**src/rtl/fbp_consts.svh**
```systemverilog
/*
  Offsets, field positions and reset values of the four-bit port.
  Assumes inclusion by bare name from the package and the port module.
*/
`ifndef FBP_CONSTS_SVH
`define FBP_CONSTS_SVH

// ==========================================================
// Register byte offsets
`define FBP_OFF_DIR       12'h000
`define FBP_OFF_OUT       12'h004
`define FBP_OFF_STATE     12'h008
`define FBP_OFF_CTRL      12'h00C

// ==========================================================
// Control register fields
`define FBP_CTRL_CS_LSB   0
`define FBP_CTRL_STB_EN_BIT  4
`define FBP_CTRL_STB_SEL_BIT 5
`define FBP_CTRL_EXP_BIT  6
`define FBP_CTRL_MODE_LSB 8

// ==========================================================
// Reset values
`define FBP_DIR_RST       4'h0
`define FBP_OUT_RST       4'h0
`define FBP_CS_RST        4'h0
`define FBP_MODE_RST      3'h7

`endif

```
**src/rtl/fbp_pkg.sv**
```systemverilog
/*
  Types of the four-bit port.
  Assumes the constants header is on the include path.
*/
package fbp_pkg;
  `include "fbp_consts.svh"

  typedef enum logic [1:0] {
    FBP_FN_GPIO,
    FBP_FN_CS,
    FBP_FN_STROBE
  } fbp_fn_type;
endpackage

```
**src/rtl/fbp_port.sv**
```systemverilog
/*
  Four-bit general-purpose port with chip-select and output-enable
  strobe alternates, reached over APB.
  Assumes pins are synchronous to pclk; the bus controller provides
  chip-select and strobe levels, active low on the pins.
*/
// The register offsets and the APB interface to the registers are this design's own decisions.
// Overview of operation
// - Alternates in modes 1,2,4,5,6; modes 3,7 need expansion; mode 0 none
// - Strobe enable and select drive pin 3
// - Pin 3 chip-select when enabled, direction one, strobe off
// - Pin 3 plain I/O when chip-select and strobe off
// - Pins 2-0 chip-select when enabled, direction one
// - Pins 2-0 plain I/O when chip-select off
// - Modes 3,7 without expansion: plain I/O
// - Output data bits 3-0 read/write, reset zero
// - Output data bits 7-4 read zero
// - State read: data if output, else pin
// - State register read-only, writes ignored
// - State bits 7-4 reserved
// - Direction bits 7-4 reserved, reset zero
`include "fbp_consts.svh"

module fbp_port
  import fbp_pkg::*;
(
  input  wire logic        pclk,
  input  wire logic        presetn,
  input  wire logic        psel,
  input  wire logic        penable,
  input  wire logic        pwrite,
  input  wire logic [11:0] paddr,
  input  wire logic [31:0] pwdata,
  output logic      [31:0] prdata,
  output logic             pready,
  output logic             pslverr,
  input  wire logic [3:0]  cs_n_in,
  input  wire logic        strobe_n_in,
  input  wire logic [3:0]  port_pin_in,
  output logic      [3:0]  port_pin_out,
  output logic      [3:0]  port_pin_oe,
  output logic      [3:0]  pin_fn_cs
);

  // ==========================================================
  // Registers
  logic [3:0] pin_direction_r;
  logic [3:0] pin_output_data_r;
  logic [3:0] cs_enable_r;
  logic       strobe_enable_r;
  logic       strobe_select_r;
  logic       expansion_enable_r;
  logic [2:0] mode_r;
  logic [31:0] prdata_r;

  logic wr_en;
  logic rd_en;
  logic addr_ok;

  fbp_fn_type pin_fn [4];
  logic [3:0] pin_state;
  logic       alt_ok;

  function automatic logic fbp_mapped(input logic [11:0] a);
    return a == `FBP_OFF_DIR || a == `FBP_OFF_OUT ||
           a == `FBP_OFF_STATE || a == `FBP_OFF_CTRL;
  endfunction

  assign wr_en   = psel && penable && pwrite;
  assign rd_en   = psel && penable && !pwrite;
  assign addr_ok = fbp_mapped(paddr);
  assign pready  = 1'b1;
  assign pslverr = psel && penable && !addr_ok;
  assign prdata  = prdata_r;

  // ==========================================================
  // Direction register, reserved upper bits not stored
  always_ff @(posedge pclk or negedge presetn) begin
    if (!presetn) begin
      pin_direction_r <= `FBP_DIR_RST;
    end else if (wr_en && paddr == `FBP_OFF_DIR) begin
      pin_direction_r <= pwdata[3:0];
    end
  end

  // ==========================================================
  // Output data register
  always_ff @(posedge pclk or negedge presetn) begin
    if (!presetn) begin
      pin_output_data_r <= `FBP_OUT_RST;
    end else if (wr_en && paddr == `FBP_OFF_OUT) begin
      pin_output_data_r <= pwdata[3:0];
    end
  end

  // ==========================================================
  // Function control register
  always_ff @(posedge pclk or negedge presetn) begin
    if (!presetn) begin
      cs_enable_r        <= `FBP_CS_RST;
      strobe_enable_r    <= 1'b0;
      strobe_select_r    <= 1'b0;
      expansion_enable_r <= 1'b0;
      mode_r             <= `FBP_MODE_RST;
    end else if (wr_en && paddr == `FBP_OFF_CTRL) begin
      cs_enable_r        <= pwdata[`FBP_CTRL_CS_LSB +: 4];
      strobe_enable_r    <= pwdata[`FBP_CTRL_STB_EN_BIT];
      strobe_select_r    <= pwdata[`FBP_CTRL_STB_SEL_BIT];
      expansion_enable_r <= pwdata[`FBP_CTRL_EXP_BIT];
      mode_r             <= pwdata[`FBP_CTRL_MODE_LSB +: 3];
    end
  end

  // ==========================================================
  // Pin function selection
  always_comb begin
    alt_ok = 1'b0;
    case (mode_r)
      3'h1, 3'h2, 3'h4, 3'h5, 3'h6: alt_ok = 1'b1;
      3'h3, 3'h7: alt_ok = expansion_enable_r;
      default: alt_ok = 1'b0;
    endcase
  end

  always_comb begin
    for (int i = 0; i < 4; i++) begin
      pin_fn[i] = FBP_FN_GPIO;
      if (alt_ok && cs_enable_r[i] && pin_direction_r[i]) begin
        pin_fn[i] = FBP_FN_CS;
      end
    end
    if (alt_ok && strobe_enable_r && strobe_select_r) begin
      pin_fn[3] = FBP_FN_STROBE;
    end
  end

  // ==========================================================
  // Pin drivers
  always_comb begin
    for (int i = 0; i < 4; i++) begin
      case (pin_fn[i])
        FBP_FN_STROBE: begin
          port_pin_out[i] = strobe_n_in;
          port_pin_oe[i]  = 1'b1;
          pin_fn_cs[i]    = 1'b0;
        end
        FBP_FN_CS: begin
          port_pin_out[i] = cs_n_in[i];
          port_pin_oe[i]  = 1'b1;
          pin_fn_cs[i]    = 1'b1;
        end
        default: begin
          port_pin_out[i] = pin_output_data_r[i];
          port_pin_oe[i]  = pin_direction_r[i];
          pin_fn_cs[i]    = 1'b0;
        end
      endcase
    end
  end

  // ==========================================================
  // Pin-state view
  assign pin_state = (pin_direction_r & pin_output_data_r) |
                     (~pin_direction_r & port_pin_in);

  // ==========================================================
  // Read data; writes to the state view touch nothing
  always_ff @(posedge pclk or negedge presetn) begin
    if (!presetn) begin
      prdata_r <= 32'h0000_0000;
    end else if (psel && !penable && !pwrite) begin
      case (paddr)
        `FBP_OFF_DIR:   prdata_r <= 32'h0000_0000;
        `FBP_OFF_OUT:   prdata_r <= {28'h000_0000, pin_output_data_r};
        `FBP_OFF_STATE: prdata_r <= {28'h000_0000, pin_state};
        `FBP_OFF_CTRL:  prdata_r <= {21'h00_0000, mode_r, 1'b0, expansion_enable_r,
                                     strobe_select_r, strobe_enable_r, cs_enable_r};
        default:        prdata_r <= 32'h0000_0000;
      endcase
    end else if (!rd_en) begin
      prdata_r <= 32'h0000_0000;
    end
  end

endmodule
```
**config.mk**
```make
export PLATFORM = sky130hd
export DESIGN_NAME = fbp_port
export DESIGN_NICKNAME = d
export VERILOG_FILES = /design/src/rtl/fbp_pkg.sv /design/src/rtl/fbp_port.sv
export VERILOG_INCLUDE_DIRS = /design/src /design/src/rtl
export SDC_FILE = /design/constraint.sdc
export NUM_CORES = 1
export LEC_CHECK = 0
export BUFFER_PORTS_ARGS = -buffer_cell sky130_fd_sc_hd__buf_2
export CAP_MARGIN = 20
export CELL_PAD_IN_SITES_DETAIL_PLACEMENT = 1
export CELL_PAD_IN_SITES_GLOBAL_PLACEMENT = 1
export CORE_MARGIN = 2
export CORE_UTILIZATION = 31
export CTS_CLUSTER_SIZE = 30
export DETAILED_ROUTE_END_ITERATION = 8
export GPL_TIMING_DRIVEN = 1
export PLACE_DENSITY = 0.76
export SYNTH_ARGS = -nofsm -noshare
export SYNTH_HDL_FRONTEND = slang
export SYNTH_SLANG_ARGS = --single-unit
export TNS_END_PERCENT = 50
```
**constraint.sdc**
```tcl
create_clock -name pclk -period 2.2 [get_ports pclk]
set_clock_uncertainty 0.1 [all_clocks]
set_input_delay 0.11 -clock pclk [delete_from_list [all_inputs] [get_ports pclk]]
set_output_delay 0.11 -clock pclk [all_outputs]
set_load 0.02 [all_outputs]
```
-- Yosys cells after proc, flatten, opt, wreduce, memory -nomap -nowiden
Cells that the tools add are included.
- word-level logic and storage cells: 84
- output and inout bits: 46
- register bits after elaboration: 50
- bits of input ports: 58
- muxes and demuxes: 21
- equal/unequal tests: 19
- bitwise logic cells: 4
- reduce and logical (&&, ||, !) cells: 32
- operators by type and width (cell ; count):
    32-bit two-way mux ; 2
    11-bit case mux with 3 select lines ; 1
    12-bit by 4-bit equality test with 1-bit output (second input constant) ; 2
    1-bit logical AND ; 19
    12-bit by 3-bit equality test with 1-bit output (second input constant) ; 1
    3-bit equality test (second input constant) ; 4
    12-bit zero test ; 1
    1-bit two-way mux ; 12
    1-bit case mux with 2 select lines ; 5
    2-bit OR reduction ; 5
    4-bit AND ; 2
    2-bit by 1-bit equality test with 1-bit output (second input constant) ; 4
    2-bit equality test (second input constant) ; 4
    3-bit by 2-bit equality test with 1-bit output (second input constant) ; 2
    5-bit OR reduction ; 1
    4-bit inverter ; 1
    4-bit bitwise OR ; 1
    3-bit by 1-bit equality test with 1-bit output (second input constant) ; 1
    1-bit zero test ; 3
    1-bit logical OR ; 3
    2-bit two-way mux ; 1
    2-bit by 1-bit != test with 1-bit output (second input constant) ; 1

-- Longest topological paths before layout
- word-level depth: 10
- depth in mapped cells: 5
- depth with buffers taken out: 4

-- Least setup slack after synthesis
OpenSTA, ideal clock, no wires.
- path type: reg-to-output
- start: register mode_r[1]
- end: output port_pin_out[0]
- cell stages (with the launch flop): 5
- arrival: 1653 ps
- slack: 337 ps
- data required time: 1990 ps
- cell sequence: dfstp_2 > nor3_1 > a31oi_1 > and3_1 > mux2_1
- word-level cells in the longest chain between the ends: 8
- RTL lines (element ; RTL line ; text):
    start: declaration ; fbp_port.sv:53 ; logic [2:0] mode_r;
    start signal: assignment ; fbp_port.sv:104 ; mode_r <= `FBP_MODE_RST;
    start signal: assignment ; fbp_port.sv:110 ; mode_r <= pwdata[`FBP_CTRL_MODE_LSB +: 3];
    3-bit by 1-bit equality test with 1-bit output (tied with other cells) ; fbp_port.sv:118 ; case (mode_r)
    5-bit OR reduction or 2-bit OR reduction (tied branches) ; fbp_port.sv:118 ;
    1-bit case mux with 2 select lines (*) ; fbp_port.sv:118 ;
    1-bit logical AND (*) (2 in series) ; fbp_port.sv:128 ; if (alt_ok && cs_enable_r[i] && pin_direction_r[i]) begin
    1-bit two-way mux (*) ; fbp_port.sv:128 ;
    2-bit by 1-bit equality test with 1-bit output or 2-bit equality test (tied branches) ; fbp_port.sv:141 ; case (pin_fn[i])
    1-bit case mux with 2 select lines (*) ; fbp_port.sv:141 ;
    end: declaration ; fbp_port.sv:40 ; output logic [3:0] port_pin_out,
Every way passes the cells marked *; elsewhere a longest branch is shown, timed or not.

-- Worst setup path after layout
- start: register mode_r[1]
- end: output port_pin_out[1]
Same word-level chain as after synthesis.

==> impl_metrics.tcl <==
set metrics [dict create \
    peakVddDrop_v 0.000228 \
    initial_core_util_pct 32.5 \
    io_pins 104 \
    finalSetupViolations 0 \
    path_depth 6 \
    synth_async_sr_flop_share_pct 100 \
    min_period_ns 2.10 \
    core_sq_mm 0.00517 \
    cts_tree "done" \
    r2r.worst_path.cells 3 \
    groute.usage.overall_pct 13.1 \
    p_sw_share_pct 23.3 \
    yosysUniqueCellTypes 33 \
    syn_area_sq_mm 0.00168 \
    yosys_most_used_dff "dfrtp_1" \
    cp_num_buf_inv 2 \
    worstSetupPathType "reg2out" \
    rsz0062_at_grt "yes" \
    r2r_slack_ns 0.93 \
    area_growth_pct 28.8 \
    portBuffers 58 \
    worstPathRequired_ns 1.99 \
    worst_pin_slew_ns 0.627 \
    post-route-period-util_pct 95.4 \
    synth_edf_count 0 \
    final_max_slew_viol_count 0 \
    syn_avg_cell_area_sq_um 11.9 \
    die_area_sq_mm 0.00603 \
    hold_viol 0 \
    synthCells 141 \
    p_switching_uw 245 \
    final_cell_mix "buf_2, dfrtp_1, conb_1, mux2_4, dlygate4sd3_1" \
    yosysWarnings 0 \
    antenna_found_initial 0 \
    crit_path_max_incr_delay_ns 0.57 \
    p_seq_share_pct 49.0 \
    final_cells 281 \
    drt_iter0_drc 28 \
    wl_mm 4.06 \
    power-per-cell-area_mw_per_mm2 486 \
    cts_root_buf "clkbuf_8" \
    grt_max_degree 29 \
    cts_buffers 3 \
    cp-endpoint "port_pin_out[1]" \
    grt_pass1_wl_mm 6.18 \
    cap_violations 0 \
    path_cells "nor3_1 -> a31oi_1 -> buf_4 -> and3_4 -> mux2_1 -> buf_2" \
    cp_top_family "flip-flops" \
    seq_area_frac_synth_pct 41.9 \
    critical_path.max_fanout 5 \
    power_uw 1050 \
    internal-power_uw 808 \
    vias 1264 \
    startpoint "mode_r[1]$_DFFE_PN1P_" \
    clockBufferDepth 2 \
    place_inst 264 \
    arrival_ns 1.89 \
    die_w_microns 77.7 \
    cp-end-kind "primary output" \
    slew_headroom_pct 58.2 \
    comb_power_share_pct 12.7 \
    dp_hpwl_mm 2.99 \
    wl_per_cell_microns 14.4 \
    slowest_stage "dfstp_2" \
    status "finished, final reports clean" \
    die_y_microns 77.7 \
    start_kind "flop" \
    final_nets 270 \
    detail-route-antenna-nets 0 \
    timing.fmax_mhz 477 \
    num_rows 26 \
    h-tree-depth 1 \
    drc 0 \
    insertedDiodeCount 0 \
    fillers 581 \
    gr-total-overflow 0 \
    avgViaCountPerCell 4.50 \
    p_leak_uw 0.00119 \
    gp_congestion 0.696 \
    final_common_cell "buf_2" \
    first_pass_iters 4 \
    clkPwrFrac_pct 38.3 \
    worstReg2RegEnd "prdata[3]$_DFFE_PN0P_" \
    grt_pass1_vias 1331 \
    clk_pin_slew_ns 0.10 \
    drive_gt1_share_pct 48.3 \
    hold_class "in2reg" \
    r2r-start "pin_direction_r[3]$_DFFE_PN0P_" \
    synth-seq-cells 28 \
    clk_latency_ns 0.27 \
    clock-sinks 28 \
]
## sequential cells by signal, indices dropped and copies added, names as in the netlist
register and cells:
cs_enable_r 4, pin_output_data_r 4, prdata 10, pin_direction_r 4, expansion_enable_r 1, strobe_select_r 1, mode_r 3, strobe_enable_r 1
## worst min-delay path by stage
stage / startpoint / end / slack [ns] / depth (start not counted)
detailed placement: presetn / prdata[10]$_DFFE_PN0P_ / 0.07 / 1
floorplan: presetn / cs_enable_r[0]$_DFFE_PN0P_ / -0.29 / 0
CTS: port_pin_in[3] / prdata[3]$_DFFE_PN0P_ / 0.17 / 4
global placement: presetn / prdata[10]$_DFFE_PN0P_ / 0.06 / 1
finish: port_pin_in[2] / prdata[2]$_DFFE_PN0P_ / 0.18 / 4
global route: port_pin_in[1] / prdata[1]$_DFFE_PN0P_ / 0.18 / 4
## routing by layer
metal  GRT usage (%)  routed length (microns)  vias up
met2            22.8                     2110       46
met5               0                        0        -
met4            5.71                       64        0
met3            1.51                      193        4
met1            16.3                     1690      616
li1                -                        -      598
## power by group through the flow
stage	combinational, uW	clock, uW	sequential (uW)
after global routing	146	440	516
after global placement	117	0	525
after CTS	134	420	516
final	134	404	515
after detailed placement	119	0	525
after floorplan	96.6	0	525
## cell type report
cell class | instances | area, sq um | area share (%)
clock buffer | 3 | 41.3 | 1.90
clock inverter | 1 | 30.0 | 1.38
inverter | 1 | 3.75 | 0.173
multi-input combinational | 105 | 868 | 40.0
sequential | 28 | 704 | 32.5
tap | 70 | 87.6 | 4.04
timing repair buffer | 73 | 433 | 20.0
## stage by stage
stage / TNS [ns] / utilization (%) / hold WS (ns) / cell area [sq um] / setup WS (ns)
2_1_floorplan: 0 / - / -0.286 / 1760 / 0.337
5_1_grt: -0.0310 / 41.9 / 0.183 / 2170 / -0.0196
3_5_place_dp: 0 / 37.8 / 0.0735 / 1960 / 0.381
4_1_cts: 0 / 41.3 / 0.174 / 2140 / 0.0603
3_3_place_gp: 0 / 37.8 / 0.0650 / 1960 / 0.409
6_report: 0 / 41.9 / 0.178 / 2170 / 0.102
## cell usage after synthesis (2+ instances only)
master	instances	area [sq um]
conb_1	2	7.51
nor4_2	2	25.0
mux2_2	8	90.1
mux2_4	10	150
and3_1	3	18.8
o21ai_1	4	20.0
clkbuf_1	3	11.3
buf_4	25	188
a22oi_1	4	30.0
dfstp_2	3	78.8
a21oi_1	3	15.0
nand2_1	10	37.5
a22o_1	6	52.6
mux2_1	11	124
nand3_1	3	15.0
dfrtp_1	25	626
nor2_1	3	11.3
## worst reg2reg max path: cells and delay by family, from the launching register on
kind	cells	cell delay [ns]
multiplexers	1	0.37
AO/OA/AOI/OAI	2	0.26
flip-flops	1	0.44
## kinds of logic after synthesis
family / after synthesis / synth area share [%]
DFF: 28 / 41.9
AOI/OAI and AO/OA: 20 / 8.25
buffers and inverters: 29 / 12.0
muxes: 29 / 21.6
other: 2 / 0.446
and+or+nand+nor: 33 / 15.8
## timing repair
action | in CTS | in global routing
setup buffers | 0 | 2
hold buffers | 11 | 0
gates resized for setup | 0 | 4
endpoints found under the hold margin | 43 | 0
endpoints found under the setup margin | 0 | 3
Power figures use the tool's default switching activity.
